===== src/vref_pkg.sv =====
/*
  Package for the fixed voltage reference control block: register map, field
  positions, reset values, settling count and state encodings.
  Assumes a single 250 MHz clock domain with synchronous active-high reset.
*/
package vref_pkg;
  localparam logic [11:0] ADDR_CONTROL = 12'h000;
  localparam logic [11:0] ADDR_IRQ_STATUS = 12'h004;
  localparam logic [11:0] ADDR_IRQ_MASK = 12'h008;
  localparam logic [11:0] ADDR_SETTLE_COUNT = 12'h00c;

  localparam int BIT_ENABLE = 7;
  localparam int BIT_READY = 6;
  localparam int BIT_GAIN_HI = 5;
  localparam int BIT_GAIN_LO = 4;
  localparam logic [7:0] CONTROL_WRITE_MASK = 8'hb0;
  localparam logic [7:0] CONTROL_RESET = 8'h10;

  localparam int IRQ_READY_RISE = 0;
  localparam int IRQ_READY_FALL = 1;
  localparam logic [1:0] IRQ_RESET = 2'h0;

  localparam int SETTLE_TIME_NS = 25000;
  localparam int CLK_PERIOD_NS = 4;
  localparam int SETTLE_CYCLES = (SETTLE_TIME_NS + CLK_PERIOD_NS - 1) / CLK_PERIOD_NS;
  localparam int SETTLE_WIDTH = 16;

  localparam logic [1:0] RESP_OKAY = 2'h0;
  localparam logic [1:0] RESP_SLVERR = 2'h2;

  typedef enum logic [1:0] {
    GAIN_OFF = 2'b00,
    GAIN_1X = 2'b01,
    GAIN_2X = 2'b10,
    GAIN_4X = 2'b11
  } gain_t;

  typedef enum logic [1:0] {
    REF_OFF = 2'b00,
    REF_SETTLING = 2'b01,
    REF_READY = 2'b10
  } ref_state_t;
endpackage


===== src/vref_settle.sv =====
/*
  Settling timer: counts cycles after enable and reports when the reference
  and its amplifiers may be used.
  Assumes enable comes from logic on the same clock.
*/
`timescale 1ns/1ns
`default_nettype none
module vref_settle import vref_pkg::*; #(
  parameter int SETTLE_CYCLES_P = SETTLE_CYCLES
) (
  input wire logic clk,
  input wire logic rst,
  input wire logic enable,
  output var logic ready,
  output var logic [1:0] state_out
);
  typedef struct packed {
    ref_state_t state;
    logic [SETTLE_WIDTH-1:0] count;
  } settle_t;

  localparam logic [SETTLE_WIDTH-1:0] LAST = SETTLE_WIDTH'(SETTLE_CYCLES_P - 1);

  settle_t cur;
  settle_t next_cur;

  always_comb begin
    next_cur = cur;
    case (cur.state)
      REF_OFF: begin
        next_cur.count = '0;
        if (enable) begin
          next_cur.state = REF_SETTLING;
        end
      end
      REF_SETTLING: begin
        if (!enable) begin
          next_cur.state = REF_OFF;
        end else if (cur.count == LAST) begin
          next_cur.state = REF_READY;
        end else begin
          next_cur.count = cur.count + 1'b1;
        end
      end
      REF_READY: begin
        if (!enable) begin
          next_cur.state = REF_OFF;
        end
      end
      default: next_cur.state = REF_OFF;
    endcase
  end

  always_ff @(posedge clk) begin
    if (rst) begin
      cur <= '{state: REF_OFF, count: '0};
    end else begin
      cur <= next_cur;
    end
  end

  assign ready = (cur.state == REF_READY);
  assign state_out = cur.state;
endmodule
`default_nettype wire


===== src/vref_gain_decode.sv =====
/*
  Gain decoder: turns the two-bit gain field into one-hot amplifier selects.
  Assumes the select is only honoured while the reference is settled.
*/
`timescale 1ns/1ns
`default_nettype none
module vref_gain_decode import vref_pkg::*; (
  input wire logic [1:0] gain_select,
  input wire logic usable,
  output var logic [2:0] gain_onehot
);
  always_comb begin
    gain_onehot = 3'h0;
    if (usable) begin
      case (gain_t'(gain_select))
        GAIN_1X: gain_onehot = 3'h1;
        GAIN_2X: gain_onehot = 3'h2;
        GAIN_4X: gain_onehot = 3'h4;
        default: gain_onehot = 3'h0;
      endcase
    end
  end
endmodule
`default_nettype wire


===== src/vref_control.sv =====
/*
  Fixed voltage reference control: AXI4-Lite register slave, enable/gain
  control, settling tracking, ready flag and interrupt on ready changes.
  Assumes a single clock, synchronous reset and a well-behaved AXI4-Lite master
  with at most one write and one read outstanding.
*/
`timescale 1ns/1ns
`default_nettype none
module vref_control import vref_pkg::*; #(
  parameter int SETTLE_CYCLES_P = SETTLE_CYCLES
) (
  input wire logic clk,
  input wire logic rst,
  input wire logic [11:0] s_axi_awaddr,
  input wire logic s_axi_awvalid,
  output logic s_axi_awready,
  input wire logic [31:0] s_axi_wdata,
  input wire logic [3:0] s_axi_wstrb,
  input wire logic s_axi_wvalid,
  output logic s_axi_wready,
  output logic [1:0] s_axi_bresp,
  output logic s_axi_bvalid,
  input wire logic s_axi_bready,
  input wire logic [11:0] s_axi_araddr,
  input wire logic s_axi_arvalid,
  output logic s_axi_arready,
  output logic [31:0] s_axi_rdata,
  output logic [1:0] s_axi_rresp,
  output logic s_axi_rvalid,
  input wire logic s_axi_rready,
  output logic reference_enable,
  output logic reference_ready,
  output logic [2:0] gain_onehot,
  output logic irq
);
  typedef struct packed {
    logic aw_held;
    logic [11:0] aw_addr;
    logic w_held;
    logic [31:0] w_data;
    logic [3:0] w_strb;
    logic bvalid;
    logic [1:0] bresp;
    logic rvalid;
    logic [31:0] rdata;
    logic [1:0] rresp;
    logic enable;
    logic [1:0] gain;
    logic ready;
    logic [1:0] irq_status;
    logic [1:0] irq_mask;
    logic [2:0] onehot;
    logic irq;
    logic awready;
    logic wready;
    logic arready;
  } regs_t;

  regs_t r;
  regs_t next_r;
  logic settled;
  logic [2:0] decoded;

  // Ready is visible in the register only while the block is still enabled
  function automatic logic [7:0] control_image(logic en, logic rdy, logic [1:0] g);
    logic [7:0] v;
    v = 8'h00;
    v[BIT_ENABLE] = en;
    v[BIT_READY] = rdy;
    v[BIT_GAIN_HI:BIT_GAIN_LO] = g;
    return v;
  endfunction

  vref_settle #(.SETTLE_CYCLES_P(SETTLE_CYCLES_P)) u_settle (
    .clk(clk),
    .rst(rst),
    .enable(r.enable),
    .ready(settled),
    .state_out()
  );

  vref_gain_decode u_gain (
    .gain_select(r.gain),
    .usable(settled & r.enable),
    .gain_onehot(decoded)
  );

  always_comb begin
    logic do_write;
    logic [1:0] events;
    logic [1:0] w1c;
    do_write = 1'b0;
    events = 2'h0;
    w1c = 2'h0;
    next_r = r;

    if (s_axi_awvalid && !r.aw_held) begin
      next_r.aw_held = 1'b1;
      next_r.aw_addr = s_axi_awaddr;
    end
    if (s_axi_wvalid && !r.w_held) begin
      next_r.w_held = 1'b1;
      next_r.w_data = s_axi_wdata;
      next_r.w_strb = s_axi_wstrb;
    end
    if (s_axi_bvalid && s_axi_bready) begin
      next_r.bvalid = 1'b0;
    end

    // Both halves held and no response pending: perform the write
    if (r.aw_held && r.w_held && !r.bvalid) begin
      do_write = 1'b1;
      next_r.aw_held = 1'b0;
      next_r.w_held = 1'b0;
      next_r.bvalid = 1'b1;
      next_r.bresp = RESP_OKAY;
      if (r.aw_addr == ADDR_CONTROL) begin
        if (r.w_strb[0]) begin
          next_r.enable = r.w_data[BIT_ENABLE];
          next_r.gain = r.w_data[BIT_GAIN_HI:BIT_GAIN_LO];
        end
      end else if (r.aw_addr == ADDR_IRQ_STATUS) begin
        if (r.w_strb[0]) begin
          w1c = r.w_data[1:0];
        end
      end else if (r.aw_addr == ADDR_IRQ_MASK) begin
        if (r.w_strb[0]) begin
          next_r.irq_mask = r.w_data[1:0];
        end
      end else if (r.aw_addr == ADDR_SETTLE_COUNT) begin
        next_r.bresp = RESP_OKAY;
      end else begin
        next_r.bresp = RESP_SLVERR;
      end
    end

    // Ready drops the same cycle the enable is written low
    next_r.ready = settled && next_r.enable && !(do_write && !next_r.enable);
    events[IRQ_READY_RISE] = next_r.ready && !r.ready;
    events[IRQ_READY_FALL] = !next_r.ready && r.ready;
    // A new event wins over a simultaneous clear
    next_r.irq_status = (r.irq_status & ~w1c) | events;
    next_r.irq = |(next_r.irq_status & r.irq_mask);
    next_r.onehot = next_r.ready ? decoded : 3'h0;

    if (s_axi_rvalid && s_axi_rready) begin
      next_r.rvalid = 1'b0;
    end
    if (s_axi_arvalid && !r.rvalid) begin
      next_r.rvalid = 1'b1;
      next_r.rresp = RESP_OKAY;
      next_r.rdata = 32'h0;
      if (s_axi_araddr == ADDR_CONTROL) begin
        next_r.rdata = {24'h0, control_image(r.enable, r.ready, r.gain)};
      end else if (s_axi_araddr == ADDR_IRQ_STATUS) begin
        next_r.rdata = {30'h0, r.irq_status};
      end else if (s_axi_araddr == ADDR_IRQ_MASK) begin
        next_r.rdata = {30'h0, r.irq_mask};
      end else if (s_axi_araddr == ADDR_SETTLE_COUNT) begin
        next_r.rdata = 32'(SETTLE_CYCLES_P);
      end else begin
        next_r.rresp = RESP_SLVERR;
      end
    end
    // Ready lines kept in flops so no bus output goes through logic
    next_r.awready = !next_r.aw_held;
    next_r.wready = !next_r.w_held;
    next_r.arready = !next_r.rvalid;
  end

  always_ff @(posedge clk) begin
    if (rst) begin
      r <= '0;
      r.gain <= CONTROL_RESET[BIT_GAIN_HI:BIT_GAIN_LO];
      r.irq_status <= IRQ_RESET;
      r.irq_mask <= IRQ_RESET;
      r.awready <= 1'b1;
      r.wready <= 1'b1;
      r.arready <= 1'b1;
    end else begin
      r <= next_r;
    end
  end

  assign s_axi_awready = r.awready;
  assign s_axi_wready = r.wready;
  assign s_axi_bvalid = r.bvalid;
  assign s_axi_bresp = r.bresp;
  assign s_axi_arready = r.arready;
  assign s_axi_rvalid = r.rvalid;
  assign s_axi_rdata = r.rdata;
  assign s_axi_rresp = r.rresp;
  assign reference_enable = r.enable;
  assign reference_ready = r.ready;
  assign gain_onehot = r.onehot;
  assign irq = r.irq;
endmodule
`default_nettype wire


===== config.mk =====
export PLATFORM = sky130hd
export DESIGN_NAME = vref_control
export DESIGN_NICKNAME = d
export VERILOG_FILES = /design/src/vref_pkg.sv /design/src/vref_settle.sv /design/src/vref_gain_decode.sv /design/src/vref_control.sv
export SDC_FILE = /design/constraint.sdc
export NUM_CORES = 1
export LEC_CHECK = 0
export ABC_CLOCK_PERIOD_IN_PS = 2700
export BUFFER_PORTS_ARGS = -buffer_cell sky130_fd_sc_hd__buf_4
export CAP_MARGIN = 20
export CORE_AREA = 2 2 82 84
export DETAILED_ROUTE_END_ITERATION = 16
export DIE_AREA = 0 0 84 86
export GPL_TIMING_DRIVEN = 0
export HOLD_SLACK_MARGIN = 0.12
export PLACE_DENSITY = 0.78
export SLEW_MARGIN = 20
export SYNTH_ARGS = -nofsm -noshare
export SYNTH_HDL_FRONTEND = slang
export SYNTH_SLANG_ARGS = --single-unit

===== constraint.sdc =====
create_clock -name clk -period 2.7 [get_ports clk]
set_input_delay 0.27 -clock clk [delete_from_list [all_inputs] [get_ports clk]]
set_output_delay 0.27 -clock clk [all_outputs]
set_load 0.03 [all_outputs]

**Word level (Yosys, flattened, before mapping)**

Index checks and enable logic that the tools add are counted.

- Word-level logic and storage cells: 120
- Register bits: 121

- Reduce and logical (&&, ||, !) cells: 34
- Muxes and demuxes: 37
- Eq/ne operators: 17
- Add/sub/neg operators: 1
- Bitwise gates (word level): 9

Operator list:

| operator | number |
|---|---|
| two-way mux 13 bit | 4 |
| equality test 12 x 4 -> 1 bit, second input constant | 4 |
| two-way mux 37 bit | 1 |
| two-way mux 35 bit | 1 |
| two-way mux 16 bit | 2 |
| two-way mux 2 bit | 16 |
| two-way mux 32 bit | 1 |
| case mux 16 bit (2 select lines) | 1 |
| equality test 12 x 3 -> 1 bit, second input constant | 2 |
| logical NOT 12 bit | 2 |
| adder 16 x 1 -> 16 bit, second input constant | 1 |
| equality test 16 x 13 -> 1 bit, second input constant | 1 |
| logical AND 1 bit | 12 |
| two-way mux 3 bit | 4 |
| logical NOT 1 bit | 11 |
| case mux 3 bit (3 select lines) | 1 |
| AND reduction 3 bit | 3 |
| != test 2 bit, second input constant | 4 |
| equality test 2 bit, second input constant | 3 |
| case mux 2 bit (3 select lines) | 1 |
| two-way mux 1 bit | 5 |
| AND reduction 5 bit | 1 |
| bitwise AND 2 bit | 2 |
| equality test 2 x 1 -> 1 bit, second input constant | 2 |
| 9 further kinds | 13 |

**Logic depth before layout (Yosys ltp)**

- Depth after elaboration: 12
- Depth in mapped cells: 7

**Cells and area by module**

A second synthesis with hierarchy kept.

- Cells, all modules: 367
- Area total of the unflattened synthesis: 3166.8 um^2

By module, submodules not included:

| module | seq. area each (um^2) | cells each | area an instance (um^2) | instances |
|---|---|---|---|---|
| vref_control | 920.9 | 231 | 2042.0 | 1 |
| vref_settle | 360.3 | 133 | 1099.8 | 1 |
| vref_gain_decode | 0.0 | 3 | 25.0 | 1 |

**Least setup slack after synthesis**

No wires, ideal clock.

- Kind: reg-to-reg
- Start point: reg r[97] in the netlist's numbering
- End point: reg r, in the netlist gain_onehot[0]
- Path buffers: 0
- Path slack: 0.509 ns
- Cell stages (with the launch flop): 6
- Arrival: 2.112 ns
- Cell sequence: dfxtp_1 > or4_4 > nor4_4 > mux2_2 > or2_2 > nor3b_1

- Word-level cells in the longest chain between the ends: 9
- Elaborated cells on any way between the ends: 10

Ends and longest elaborated chain:

| what | line | RTL |
|---|---|---|
| start: declaration | vref_control.sv:59 | `regs_t r;` |
| start signal: assignment | vref_control.sv:181 | `r <= next_r;` |
| logical NOT 12 bit (*) | vref_control.sv:117 | `if (r.aw_addr == ADDR_CONTROL) begin` |
| two-way mux 3 bit (*) | vref_control.sv:117 |  |
| two-way mux 3 bit (*) | vref_control.sv:111 | `if (r.aw_held && r.w_held && !r.bvalid) begin` |
| logical NOT 1 bit | vref_control.sv:138 | `next_r.ready = settled && next_r.enable && !(do_write && !next_r.enable);` |
| logical AND 1 bit | vref_control.sv:138 |  |
| logical NOT 1 bit | vref_control.sv:138 |  |
| logical AND 1 bit (*) | vref_control.sv:138 |  |
| inverter 1 bit (no line) (*) | - |  |
| OR reduction 3 bit (no line) (*) | - |  |

Mark *: on every way between the ends. The rest lies on a longest branch, timed or not.
A chain may end at the register's enable or synchronous reset.

**Worst setup path in the final report**

- Start point: reg r[97] in the netlist's numbering
- End point: reg r, in the netlist gain_onehot[1]

Same word-level chain as after synthesis.

==> metrics.md <==
| Metric | Value |
|---|---|
| Status | `completed` |
| Syn_area_per_cell | `8.577 um^2` |
| Die area | `7224 um^2` |
| Aggregate global routing overflow | `0` |
| Peak VDD IR | `0.4276 mV` |
| DP Wirelength | `4791 um` |
| Sw power | `0.5306 mW` |
| Hold/Removal Path Class | `primary input to register` |
| Worst hold-check slack | `0.1511 ns` |
| Vias in the first global route | `2424` |
| Place WS | `0.3481 ns` |
| Pwr dens | `578.8 nW/um^2` |
| Post-synth EDFFs | `0` |
| Ys flop type | `dfxtp_1` |
| Ys async rst share | `0%` |
| H-Tree Depth | `3` |
| Setup crit end kind | `register` |
| Max-slew violations | `0` |
| Critical path required time | `2.96 ns` |
| Minimum clock period | `2.395 ns` |
| Overall die width | `84 um` |
| Critical Path Start Type | `register` |
| Fmax | `417.6 MHz` |
| CTS Buffer Depth | `2` |
| Drt pass-1 iters | `5` |
| Clock power frac | `45.1%` |
| Starting Density | `47.96%` |
| Final GP Congestion | `0.8513` |
| Final cycle utilization of the critical path | `88.69%` |
| CTS sink count | `64` |
| Gate power share | `11.0%` |
| Internal Pwr Total | `1.719 mW` |
| Clk_skew | `0.009396 ns` |
| Register area share after synthesis | `42.56%` |
| Crit path max fanout | `5` |
| Num ports | `114` |
| Slew @ Worst Pin | `0.8877 ns` |
| First-pass GRT wire length | `10850 um` |
| Relative slew slack | `40.28%` |
| Crit path max-delay family | `simple AND/OR/NAND/NOR gates` |
| Critical path buffers and inverters | `0` |
| Final setup vio count | `0` |
| Antenna viol nets, final | `0` |
| Routed wire length | `6391 um` |
| Ordered cell list for the critical path | `or4_4 > nor4_4 > mux2_2 > or2_2 > nor3b_1` |
| Layout cells sized above 1 | `27.78%` |
| Postcts setup bufs | `0` |
| Final WS setup | `0.3054 ns` |
| CTS buffer count | `9` |
| Setup TNS | `0 ns` |
| Seq cells post-synth | `64` |
| Top Metal Used | `met4` |
| Layout area overhead | `29.14%` |
| Seq pwr share | `43.9%` |
| Die Ht | `86 um` |
| All-layer global routing usage | `18.78%` |
| Post-Synthesis Cells | `351` |
| Clock transition at path regs | `0.07 ns` |
| WL/cell | `12.13 um` |
| WL met3 | `314 um` |
| Largest net degree at the start of global routing | `12` |
| Port Buf Inserts | `58` |
| Antenna diodes | `0` |
| RSZ-0062 raised after global routing | `no` |
| Max-Cap Viols | `0` |
| CTS tree | `done` |
| Wl on met1 | `2770 um` |
| CP peak stage delay | `0.57 ns` |
| Drt drc | `0` |
| Crit-path slowest cell | `or4_4` |
| Post_cts resized | `0` |
| LEAKAGE | `1.638 nW` |
| Core Region | `6277 um^2` |
| Crit path DAT | `2.65 ns` |
| Netlist cell types | `46` |
| Net count, final | `514` |
| Row count | `29` |
| Final-report hold violation count | `0` |
| WL met2 | `3165 um` |
| Initial antenna violation count | `0` |
| Synth warnings | `0` |
| Design Power | `2.250 mW` |
| Switching share of total power | `23.58%` |
| Starting DRC count in detailed routing | `89` |
| DR vias | `2557` |
| Skew-Pair Late Insertion Delay | `0.34 ns` |
| Mapped Area | `3010 um^2` |
| Vias per inst | `4.852` |
| Setup CP Type | `register to register` |
| Clk root buf | `clkbuf_8` |
## state kept, by name, summed over array words and instances, names as in the netlist, 2 cells and up
name / count
gain_onehot: 3
s_axi_rdata: 7
r: 26
u_settle.cur: 16
u_settle.state_out: 2
## per-layer routing
layer	track usage (%)	up-vias
li1	-	1325
met1	21.78	1153
met2	31.93	62
met3	5.486	17
met4	9.091	0
met5	0	-
## path summary, 6_finish.rpt
| kind | endpoint | cells past startpoint | start | slack [ns] |
|---|---|---|---|---|
| worst max-delay path | gain_onehot[1] | 5 | r[97] | 0.31 |
| worst min-delay path | r[89] | 2 | s_axi_wvalid | 0.15 |
| worst max register to register | gain_onehot[1] | 5 | r[97] | 0.31 |
| worst min register to register | r[97] | 2 | r[97] | 0.46 |
## synth_stat cells (2+ instances only)
library cell	n	area (um^2)
nand2b_1	8	50.05
or2_2	2	12.51
o22ai_1	2	12.51
xor2_1	8	70.07
nand2_1	42	157.7
a21oi_1	26	130.1
buf_4	39	292.8
ha_1	2	25.02
and3_1	2	12.51
nor4_1	6	37.54
nor4b_1	2	17.52
nor2_1	48	180.2
xnor2_1	2	17.52
nor4bb_1	2	20.02
o21ai_0	3	15.01
nand3b_1	3	22.52
mux2i_1	13	130.1
or4_4	3	33.78
nand3_1	13	65.06
clkbuf_1	8	30.03
or4_1	4	30.03
dfxtp_1	64	1281
a22oi_1	2	15.01
a32oi_1	2	17.52
nor3b_1	4	30.03
o31ai_1	2	15.01
inv_1	9	33.78
nor3_1	4	20.02
nor2b_1	5	31.28
nand4_1	4	25.02
nor4_4	2	42.54
## power by group through the flow
stage               Sequential [mW]  Combinational (mW)  Clock (mW)
detailed placement             1.01               0.246           0
floorplan                      1.02               0.162           0
global route                  0.992               0.268        1.08
global placement               1.01               0.242           0
finish                        0.989               0.247        1.01
CTS                           0.988               0.248        1.03
## area by class of cell
cell class	instances	area [um^2]
fill	550	2390
tap	77	96.34
multi-input combinational	252	1434
sequential	64	1281
clock buffer	11	141.4
buffer	50	351.6
clock inverter	5	103.9
timing repair buffer	59	445.4
inverter	9	33.78
## through the flow
step	instance area [um^2]	util (%)	cells
2_1_floorplan	3100	-	375
3_3_place_gp	3632	57.86	510
3_5_place_dp	3632	57.86	510
4_1_cts	3887	61.93	527
5_1_grt	3887	61.93	527
6_report	3887	61.93	527
## cells in the final DEF, fill, tap and decap left out, types with 3 or more instances in the layout
cell	n
or4_4	3
xor2_1	8
buf_4	97
dfxtp_1	64
nand3_1	13
nor3_1	4
nor4_1	6
clkbuf_1	9
a21oi_1	26
nand3b_1	3
o21ai_0	3
conb_1	25
nand2_1	42
inv_1	9
mux2i_1	13
nor3b_1	4
or4_1	4
clkbuf_8	10
nor2b_1	5
nor2_1	48
nand2b_1	8
bufinv_16	3
nand4_1	4
## timing repair
item / CTS / global route
hold buffers: 1 / 0
endpoints found under the setup margin: 0 / 0
hold endpoints to repair: 1 / 0
## logic make-up after synthesis
family	after synthesis	synth area share (%)
adders and majority gates	2	0.8311
and+or+nand+nor	157	27.10
DFF	64	42.56
buffers and inverters	59	12.80
AOI/OAI and AO/OA	44	8.977
xor gates and xnor gates	10	2.910
other	1	0.1246
muxes	14	4.696
Note: power is estimated with default switching activity, not from simulation.
